<file path="src/logic/interlock_cfg.svh">
/*
   Constants for the tape transport safety interlock: debounce length, clock rate,
   field widths and selector encodings.
   Assumes it is included by bare name from logic/ and holds definitions only.
*/
// Overview of operation
// - No mode starts while tension sensing shows no tape threaded.
// - Tension lost while moving applies brakes and halts motion at once.
// - Tape run off either reel applies brakes so both reels stop.
// - Optical end sensors on either reel stop the transport.
// - After an optical end stop, any mode is accepted again.
// - Defeat switch off makes the optical end sensors ignored.
// - Brake release requires power present; power loss applies brakes.
// - Record electronics on only while running in record, or under test.
// - Record needs record button held while a run button is pressed, released.
// - Test setting lights record lamp, powers record electronics, inhibits motion.
// - Bias enabled whenever record relay energized or test selected.
// - Reproduce electronics enabled in every operating mode.
// - Selected speed picks the matching speed equalization elements.
// - Bandwidth selector picks normal or double-bandwidth equalization.
// - Slave transfer selector sets run direction for transfer unless off.
// - Transmitter closes transfer contact when recording and optical end activates.
// - Receiver ignores transfer when off, else record reverse or forward.
`ifndef INTERLOCK_CFG_SVH
`define INTERLOCK_CFG_SVH
`define DEB_TIME_US 10
`define CLK_MHZ 100
`define DEB_CYCLES (`DEB_TIME_US * `CLK_MHZ)
`define DEB_W 20
`define NUM_IN 21
`define SPEED_W 4
`define EQ_W 11
`define SEL_OFF 2'h0
`define SEL_REV 2'h1
`define SEL_FWD 2'h2
`define MODE_W 3
`endif

</file>
<file path="src/logic/interlock_pkg.sv">
/*
   Types for the tape transport safety interlock.
   Assumes interlock_cfg.svh is available.
*/
`include "interlock_cfg.svh"
package interlock_pkg;
   typedef enum logic [`MODE_W-1:0] {
      ST_STOP = 3'b000,
      ST_RUN_FWD = 3'b001,
      ST_RUN_REV = 3'b010,
      ST_FAST_FWD = 3'b011,
      ST_FAST_REV = 3'b100,
      ST_REC_FWD = 3'b101,
      ST_REC_REV = 3'b110
   } mode_t;
endpackage

</file>
<file path="src/logic/tape_transport_safety_interlock.sv">
/*
   Safety interlock and equalisation control for a reel-to-reel tape transport.
   Assumes panel switches and sensors arrive asynchronously on plain pins, and that
   the clock runs at 100 MHz whenever power logic is alive.
*/
`timescale 1ns/1ps
`include "interlock_cfg.svh"
module tape_transport_safety_interlock (
   // Clock and reset.
   input wire logic ref_clk_in,
   input wire logic rst_n_in,
   // Operator buttons, momentary.
   input wire logic record_btn_in,
   input wire logic run_fwd_btn_in,
   input wire logic run_rev_btn_in,
   input wire logic fast_fwd_btn_in,
   input wire logic fast_rev_btn_in,
   input wire logic stop_btn_in,
   // Panel switches.
   input wire logic record_test_select_in,
   input wire logic end_sense_defeat_switch_in,
   input wire logic [1:0] handover_selector_switch_in,
   input wire logic bandwidth_selector_switch_in,
   input wire logic [`SPEED_W-1:0] speed_select_in,
   // Sensors and status.
   input wire logic tension_ok_in,
   input wire logic upper_reel_empty_in,
   input wire logic lower_reel_empty_in,
   input wire logic optical_tape_end_sense_in,
   input wire logic power_ok_in,
   input wire logic handover_enable_in,
   // Motion and brake outputs.
   output logic brake_release_out,
   output logic [`MODE_W-1:0] mode_out,
   output logic forward_direction_out,
   output logic reverse_direction_out,
   // Electronics enables.
   output logic record_enable_out,
   output logic bias_enable_out,
   output logic reproduce_enable_out,
   output logic [`EQ_W-1:0] speed_eq_out,
   output logic bandwidth_eq_select_out,
   // Lamps and transfer contact.
   output logic record_lamp_out,
   output logic stop_lamp_out,
   output logic ready_lamp_out,
   output logic handover_contact_out
);
   ////////////////////////////////////////////////////////////////////////////
   // Input conditioning: two flops then a debounce counter per input.
   // The 10 us count keeps panel latency short; contacts that bounce longer need a larger count.
   logic [`NUM_IN-1:0] raw_w;
   logic [`NUM_IN-1:0] sync1_r;
   logic [`NUM_IN-1:0] sync2_r;
   logic [`NUM_IN-1:0] clean_r;
   assign raw_w = {speed_select_in, bandwidth_selector_switch_in, handover_selector_switch_in, run_rev_btn_in,
                   run_fwd_btn_in, record_btn_in, handover_enable_in, power_ok_in, optical_tape_end_sense_in,
                   lower_reel_empty_in, upper_reel_empty_in, tension_ok_in, record_test_select_in,
                   end_sense_defeat_switch_in, stop_btn_in, fast_rev_btn_in, fast_fwd_btn_in};

   // Double-flop synchroniser; only the second stage is read by logic.
   always_ff @(posedge ref_clk_in or negedge rst_n_in) begin
      if (!rst_n_in) begin
         sync1_r <= {`NUM_IN{1'b0}};
         sync2_r <= {`NUM_IN{1'b0}};
      end else begin
         sync1_r <= raw_w;
         sync2_r <= sync1_r;
      end
   end

   genvar gi;
   generate
      for (gi = 0; gi < `NUM_IN; gi = gi + 1) begin : g_deb
         logic [`DEB_W-1:0] cnt_r;
         // Accept a new level only after it has been stable for the full count.
         always_ff @(posedge ref_clk_in or negedge rst_n_in) begin
            if (!rst_n_in) begin
               cnt_r <= {`DEB_W{1'b0}};
               clean_r[gi] <= 1'b0;
            end else if (sync2_r[gi] == clean_r[gi]) begin
               cnt_r <= {`DEB_W{1'b0}};
            end else if (cnt_r == `DEB_W'(`DEB_CYCLES - 1)) begin
               cnt_r <= {`DEB_W{1'b0}};
               clean_r[gi] <= sync2_r[gi];
            end else begin
               cnt_r <= cnt_r + `DEB_W'(1);
            end
         end
      end
   endgenerate

   ////////////////////////////////////////////////////////////////////////////
   // Named views of the conditioned inputs.
   wire run_fwd_w = clean_r[12];
   wire run_rev_w = clean_r[13];
   wire rec_btn_w = clean_r[11];
   wire [1:0] xfer_sel_w = clean_r[15:14];
   wire bw_sel_w = clean_r[16];
   wire fast_fwd_w = clean_r[0];
   wire fast_rev_w = clean_r[1];
   wire stop_w = clean_r[2];
   wire defeat_on_w = clean_r[3];
   wire test_w = clean_r[4];
   wire tension_w = clean_r[5];
   wire reel_empty_w = clean_r[6] | clean_r[7];
   wire opt_end_w = clean_r[8] & defeat_on_w;
   wire power_w = clean_r[9];
   wire xfer_cmd_w = clean_r[10];
   wire [`SPEED_W-1:0] speed_w = clean_r[20:17];

   ////////////////////////////////////////////////////////////////////////////
   // Record arming: record held while a run button is pressed and released.
   logic armed_fwd_r;
   logic armed_rev_r;
   logic run_fwd_d_r;
   logic run_rev_d_r;
   logic opt_end_d_r;
   logic xfer_d_r;
   wire fwd_rel_w = run_fwd_d_r & ~run_fwd_w;
   wire rev_rel_w = run_rev_d_r & ~run_rev_w;
   wire opt_rise_w = opt_end_w & ~opt_end_d_r;
   wire xfer_rise_w = xfer_cmd_w & ~xfer_d_r;

   // Run release with record still held arms record; a plain run release does not.
   always_ff @(posedge ref_clk_in or negedge rst_n_in) begin
      if (!rst_n_in) begin
         armed_fwd_r <= 1'b0;
         armed_rev_r <= 1'b0;
         run_fwd_d_r <= 1'b0;
         run_rev_d_r <= 1'b0;
         opt_end_d_r <= 1'b0;
         xfer_d_r <= 1'b0;
      end else begin
         run_fwd_d_r <= run_fwd_w;
         run_rev_d_r <= run_rev_w;
         opt_end_d_r <= opt_end_w;
         xfer_d_r <= xfer_cmd_w;
         if (!rec_btn_w) begin
            armed_fwd_r <= 1'b0;
            armed_rev_r <= 1'b0;
         end else begin
            armed_fwd_r <= armed_fwd_r | fwd_rel_w;
            armed_rev_r <= armed_rev_r | rev_rel_w;
         end
      end
   end
   wire rec_fwd_go_w = armed_fwd_r & ~rec_btn_w;
   wire rec_rev_go_w = armed_rev_r & ~rec_btn_w;

   ////////////////////////////////////////////////////////////////////////////
   // Mode machine. Halting conditions are checked first every cycle.
   interlock_pkg::mode_t mode_r;
   interlock_pkg::mode_t mode_nxt;
   // Optical end only stops on its rising edge, so later commands are accepted.
   wire halt_w = ~tension_w | reel_empty_w | ~power_w | test_w | stop_w | opt_rise_w;
   wire start_ok_w = tension_w & ~reel_empty_w & power_w & ~test_w;

   always_comb begin
      mode_nxt = mode_r;
      if (halt_w) begin
         mode_nxt = interlock_pkg::ST_STOP;
      end else if (start_ok_w) begin
         // Optical end does not block new commands after its stop.
         if (rec_fwd_go_w) begin
            mode_nxt = interlock_pkg::ST_REC_FWD;
         end else if (rec_rev_go_w) begin
            mode_nxt = interlock_pkg::ST_REC_REV;
         end else if (xfer_rise_w && xfer_sel_w == `SEL_REV) begin
            mode_nxt = interlock_pkg::ST_REC_REV;
         end else if (xfer_rise_w && xfer_sel_w == `SEL_FWD) begin
            mode_nxt = interlock_pkg::ST_REC_FWD;
         end else if (fwd_rel_w && !rec_btn_w) begin
            mode_nxt = interlock_pkg::ST_RUN_FWD;
         end else if (rev_rel_w && !rec_btn_w) begin
            mode_nxt = interlock_pkg::ST_RUN_REV;
         end else if (fast_fwd_w) begin
            mode_nxt = interlock_pkg::ST_FAST_FWD;
         end else if (fast_rev_w) begin
            mode_nxt = interlock_pkg::ST_FAST_REV;
         end
      end
   end

   always_ff @(posedge ref_clk_in or negedge rst_n_in) begin
      if (!rst_n_in) begin
         mode_r <= interlock_pkg::ST_STOP;
      end else begin
         mode_r <= mode_nxt;
      end
   end

   ////////////////////////////////////////////////////////////////////////////
   // Output decode as named wires.
   logic fwd_w;
   logic rev_w;
   logic rec_w;
   always_comb begin
      case (mode_r)
         interlock_pkg::ST_RUN_FWD, interlock_pkg::ST_FAST_FWD, interlock_pkg::ST_REC_FWD: begin
            fwd_w = 1'b1;
            rev_w = 1'b0;
         end
         interlock_pkg::ST_RUN_REV, interlock_pkg::ST_FAST_REV, interlock_pkg::ST_REC_REV: begin
            fwd_w = 1'b0;
            rev_w = 1'b1;
         end
         default: begin
            fwd_w = 1'b0;
            rev_w = 1'b0;
         end
      endcase
   end
   assign rec_w = (mode_r == interlock_pkg::ST_REC_FWD) || (mode_r == interlock_pkg::ST_REC_REV);
   wire moving_nxt_w = (mode_nxt != interlock_pkg::ST_STOP);

   // One-hot speed equalisation selection; unknown codes select none.
   function automatic logic [`EQ_W-1:0] speed_eq_f(input logic [`SPEED_W-1:0] s);
      speed_eq_f = (s < `SPEED_W'(`EQ_W)) ? (`EQ_W'(1) << s) : {`EQ_W{1'b0}};
   endfunction

   // Registered outputs. Brake release uses the next mode and live power so a
   // fault reaches the brake in the same cycle as the mode drops.
   always_ff @(posedge ref_clk_in or negedge rst_n_in) begin
      if (!rst_n_in) begin
         brake_release_out <= 1'b0;
         mode_out <= `MODE_W'(0);
         forward_direction_out <= 1'b0;
         reverse_direction_out <= 1'b0;
         record_enable_out <= 1'b0;
         bias_enable_out <= 1'b0;
         reproduce_enable_out <= 1'b0;
         speed_eq_out <= {`EQ_W{1'b0}};
         bandwidth_eq_select_out <= 1'b0;
         record_lamp_out <= 1'b0;
         stop_lamp_out <= 1'b0;
         ready_lamp_out <= 1'b0;
         handover_contact_out <= 1'b0;
      end else begin
         brake_release_out <= moving_nxt_w & power_w & ~halt_w;
         mode_out <= mode_r;
         forward_direction_out <= fwd_w;
         reverse_direction_out <= rev_w;
         record_enable_out <= rec_w | test_w;
         bias_enable_out <= rec_w | test_w;
         reproduce_enable_out <= power_w;
         speed_eq_out <= speed_eq_f(speed_w);
         bandwidth_eq_select_out <= bw_sel_w;
         record_lamp_out <= rec_w | test_w;
         stop_lamp_out <= power_w & (mode_r == interlock_pkg::ST_STOP);
         ready_lamp_out <= power_w & tension_w & ~test_w;
         handover_contact_out <= (rec_w & opt_end_w) | (handover_contact_out & opt_end_w);
      end
   end

   ////////////////////////////////////////////////////////////////////////////
   // Checks on the mode register and the outputs this block drives.
   property p_no_tension_brake;
      @(posedge ref_clk_in) disable iff (!rst_n_in)
      !tension_w |=> !brake_release_out;
   endproperty
   a_no_tension_brake: assert property (p_no_tension_brake) else $error("brake released without tension");

   property p_reel_empty_stop;
      @(posedge ref_clk_in) disable iff (!rst_n_in)
      reel_empty_w |=> mode_r == interlock_pkg::ST_STOP;
   endproperty
   a_reel_empty_stop: assert property (p_reel_empty_stop) else $error("empty reel did not stop");

   property p_opt_end_stop;
      @(posedge ref_clk_in) disable iff (!rst_n_in)
      opt_rise_w |=> mode_r == interlock_pkg::ST_STOP;
   endproperty
   a_opt_end_stop: assert property (p_opt_end_stop) else $error("optical end did not stop");

   property p_power_brake;
      @(posedge ref_clk_in) disable iff (!rst_n_in)
      !power_w |=> !brake_release_out;
   endproperty
   a_power_brake: assert property (p_power_brake) else $error("brake released without power");

   property p_record_gate;
      @(posedge ref_clk_in) disable iff (!rst_n_in)
      $rose(record_enable_out) |-> $past(rec_w) || $past(test_w);
   endproperty
   a_record_gate: assert property (p_record_gate) else $error("record enabled outside record");

   property p_test_no_motion;
      @(posedge ref_clk_in) disable iff (!rst_n_in)
      test_w |=> (mode_r == interlock_pkg::ST_STOP) && record_lamp_out;
   endproperty
   a_test_no_motion: assert property (p_test_no_motion) else $error("test mode moved tape");

   property p_bias;
      @(posedge ref_clk_in) disable iff (!rst_n_in)
      (rec_w || test_w) |=> bias_enable_out;
   endproperty
   a_bias: assert property (p_bias) else $error("bias missing");

   property p_no_thread_start;
      @(posedge ref_clk_in) disable iff (!rst_n_in)
      (!tension_w && mode_r == interlock_pkg::ST_STOP) |=> mode_r == interlock_pkg::ST_STOP;
   endproperty
   a_no_thread_start: assert property (p_no_thread_start) else $error("started without tape");

   property p_xfer_off;
      @(posedge ref_clk_in) disable iff (!rst_n_in)
      (xfer_rise_w && xfer_sel_w == `SEL_OFF && mode_r == interlock_pkg::ST_STOP && !rec_fwd_go_w
       && !rec_rev_go_w && !fwd_rel_w && !rev_rel_w && !fast_fwd_w && !fast_rev_w)
      |=> mode_r == interlock_pkg::ST_STOP;
   endproperty
   a_xfer_off: assert property (p_xfer_off) else $error("transfer accepted while off");
endmodule

</file>
<file path="config.mk">
export PLATFORM = sky130hd
export DESIGN_NAME = tape_transport_safety_interlock
export DESIGN_NICKNAME = d
export VERILOG_FILES = /design/src/logic/interlock_pkg.sv /design/src/logic/tape_transport_safety_interlock.sv
export VERILOG_INCLUDE_DIRS = /design/src /design/src/logic
export SDC_FILE = /design/constraint.sdc
export NUM_CORES = 1
export LEC_CHECK = 0
export CAP_MARGIN = 10
export CORE_UTILIZATION = 40
export DETAILED_ROUTE_END_ITERATION = 8
export DONT_BUFFER_PORTS = 1
export SLEW_MARGIN = 10
export SYNTH_ARGS = -nofsm -noshare
export SYNTH_HDL_FRONTEND = slang
export SYNTH_SLANG_ARGS = --single-unit
</file>
<file path="constraint.sdc">
create_clock -name ref_clk_in -period 2.4 [get_ports ref_clk_in]
set_input_delay 0.36 -clock ref_clk_in [delete_from_list [all_inputs] [get_ports ref_clk_in]]
set_output_delay 0.36 -clock ref_clk_in [all_outputs]
set_load 0.01 [all_outputs]
</file>
==> key figures <==
STA
  – Total setup violations reported at the end of the flow: 0
  – Number of pins exceeding their max-slew limit in the final report: 0
  – Clock period minus final worst setup slack: 2.11 ns
  – Worst Max-Slew Pin Slew: 1.04 ns
  – Slew HR: 30.7%
  – Worst-case setup margin in the final layout: 0.287 ns
  – Final hold slack: -0.510 ns
  – Worst clock skew: 0.0248 ns
  – Max Freq: 473 MHz
  – Setup repair after global routing missed its margin: false
  – Fin crit share: 88.0%
  – Sum Neg Setup Slack: 0 ns
  – Hold Violations, Final: 515

Critical path
  – Top fanout value on the critical path: 9
  – Arrival time of the worst setup path: 2.64 ns
  – Category of the critical setup timing path: register to register
  – Number of cells on the worst reg-to-reg path: 4
  – Worst setup EP type: register
  – Setup slack, reg-to-reg: 0.29 ns
  – Capture point of the critical path: g_deb[19].cnt_r[19]
  – Worst setup SP type: register
  – Worst reg2reg path endpoint: g_deb[19].cnt_r[19]
  – Origin of the worst setup path: g_deb[19].cnt_r[5]
  – Req. time, crit path: 2.92 ns
  – Worst flop-to-flop path startpoint: g_deb[19].cnt_r[5]

Route
  – Vias per Instance: 5.40
  – Antenna violation net count after detailed routing: 0
  – Detailed-route DRC error count: 11
  – Total Routed Length: 47.0 mm
  – Initial DRC count: 1017
  – Via Count: 17800
  – Post-DR wirelength/cell: 14.3 um
  – DR pass1 iterations: 7

Synth
  – Ys async rst share: 100%
  – Number of distinct library cells after synthesis: 50
  – Most common cell in the netlist: sky130_fd_sc_hd__dfrtp_1
  – Area share of the largest cell type after synthesis: 53.6%
  – Area leader, netlist: sky130_fd_sc_hd__dfrtp_1
  – Top cell types by occurrence after synthesis: sky130_fd_sc_hd__dfrtp_1 (515), sky130_fd_sc_hd__nor2_1 (314), sky130_fd_sc_hd__nand2_1 (163)
  – Post-synthesis sequential area ratio: 53.6%
  – Primary flip-flop cell chosen by synthesis mapping: sky130_fd_sc_hd__dfrtp_1
  – Synthesis-stage register bit count: 515
  – Mapped Avg Cell Area: 9.90 um2
  – Cell area after technology mapping: 24000 um2
  – Synth area leaders: sky130_fd_sc_hd__dfrtp_1 (54%), sky130_fd_sc_hd__nor2_1 (4.9%), sky130_fd_sc_hd__xnor2_1 (4.8%)
  – Synthesized Nets: 2474
  – Number of enable-type register cells in the synthesized netlist: 0
  – Post-synthesis instance total: 2430
  – Number of warning messages in the yosys log: 0

Finish
  – Final std cells w/o fill: 3292
  – ANT cells: 0
  – Layout cells sized above 1: 7.42%
  – Nets: 2517
  – P&R area growth vs syn: 13.0%

Clock tree
  – Insertion delay to the later sink of the worst-skew pair: 0.61 ns
  – Number of instances resized during post-cts repair: 0
  – TritonCTS clock tree: yes
  – Count of hold-fix buffers inserted at cts: 21
  – Clk buf depth: 3
  – Clock Tree Root: sky130_fd_sc_hd__clkbuf_16
  – Sink count of the clock tree: 515
  – Post-CTS clock slew at the launch and capture registers of the worst setup and hold paths: 0.06 ns
  – Cts bufs inserted: 56
  – CTS H-tree lvls: 2
  – Postcts setup bufs: 0

Floorplan
  – Overall die width: 247 um
  – Ports: 48
  – Initial cell density of the core: 40.6%
  – Vertical die dimension: 247 um
  – Core footprint: 59200 um2
  – Row cnt: 89
  – Total die area: 61100 um2

Placement
  – Cell total after placement: 3167
  – Final weighted congestion of routability-driven global placement: 0.817
  – Post-Place Worst Slack: 0.303 ns
  – Final HPWL from detailed placement: 30.6 mm
  – PortBufs: 0

Outcome
  – Violations in the final reports: design-rule violations, negative hold slack
  – Run status: finished with violations

Global routing
  – Initial antenna violation count: 0
  – Total routing resource utilization after global routing: 15.8%
  – Via count of the first global-routing pass: 17600
  – Largest net degree at the start of global routing: 516
  – Wire length of the first global-routing pass: 82.4 mm
  – Total gr overflow: 0

Power and ir drop
  – Worst vdd ir: 0.000606 V
  – Overall power consumption: 0.0182 W
  – PD cells: 670 nW/um2
  – Leakage Power: 10.9 nW

Job
  – Count of max-cap constraint violations: 0

Hold path
  – Min-Delay Path Class: input port to async pin
[power by group]
part	internal, W	switching, W
Combinational	0.000154	0.000205
Clock	0.00542	0.00353
Sequential	0.00881	0.0000988
Total	0.0144	0.00383
[layout make-up]
cell class | count | area (um2)
fillers | 5558 | 32100
flip-flops and latches | 515 | 12900
inverters | 70 | 263
repair buffers | 54 | 458
multi-input cells | 1776 | 10600
clock inverters | 23 | 303
well taps | 773 | 967
clock buffers | 81 | 1650
[per-layer routing]
layer	global-route usage, %	wire, um
met1	20.7	22100
met2	26.6	22400
met3	2.41	1450
met4	4.98	1120
met5	0	0
[stage by stage]
step	hold slack, ns	area (um2)	utilization [%]
2_1_floorplan	0.0644	24000	-
3_3_place_gp	0.104	25000	42.2
3_5_place_dp	0.105	25000	42.2
4_1_cts	-0.551	27200	45.9
5_1_grt	-0.550	27200	45.9
6_report	-0.510	27200	45.9
[how the worst min path moves through the flow]
stage / from / slack, ns / cells after the start / end
final: rst_n_in / -0.51 / 0 / mode_out[1]
after global routing: rst_n_in / -0.55 / 0 / mode_out[1]
after CTS: rst_n_in / -0.55 / 0 / mode_out[1]
after detailed placement: rst_n_in / 0.11 / 0 / g_deb[11].cnt_r[13]
after global placement: rst_n_in / 0.10 / 0 / g_deb[11].cnt_r[13]
after floorplan: rst_n_in / 0.06 / 0 / armed_fwd_r
[kinds of logic (layout without fill, tap and decap cells)]
group / Yosys count / after routing / share of synthesized area, %
simple gates: 1151 / 1151 / 24.9
mux: 21 / 21 / 0.983
flops: 515 / 515 / 53.6
xor+xnor: 256 / 256 / 9.32
compound gates: 327 / 327 / 7.87
buf+inv: 139 / 228 / 2.21
fa+ha+maj: 21 / 21 / 1.09
[worst max-delay path, stage by stage, from the launching register on]
cell and delay [ns]:
sky130_fd_sc_hd__dfrtp_1 0.44, sky130_fd_sc_hd__nand4_2 0.18, sky130_fd_sc_hd__or4_1 0.71, sky130_fd_sc_hd__or4_1 0.54, sky130_fd_sc_hd__a21oi_1 0.17
[sequential cells by signal, summed over array words and instances, names as in the netlist, 3 cells and up]
register / cells
sync2_r: 21
speed_eq_out: 11
clean_r: 9
mode_r: 3
g_deb.cnt_r: 420
mode_out: 3
sync1_r: 21
[layout by cell type, fill, tap and decap left out, drive strengths merged, types with 3 or more instances in the layout]
cell / n
o31ai: 59
and3: 32
inv: 72
mux2: 21
nor4b: 6
nand2b: 8
a31o: 7
or3: 95
clkinv: 12
o41ai: 7
and2: 40
dlygate4sd3: 21
nor2: 314
clkbuf: 81
a21oi: 147
dfrtp: 515
and4: 24
or2: 14
nor4: 107
bufinv: 6
xor2: 125
ha: 21
o21ai: 95
or4: 68
nand3: 123
or3b: 3
xnor2: 131
nor2b: 3
buf: 33
clkinvlp: 3
or4b: 3
nand4: 97
nor3: 46
nand2: 163
a31oi: 3
Note: power is estimated with default switching activity, not from simulation.
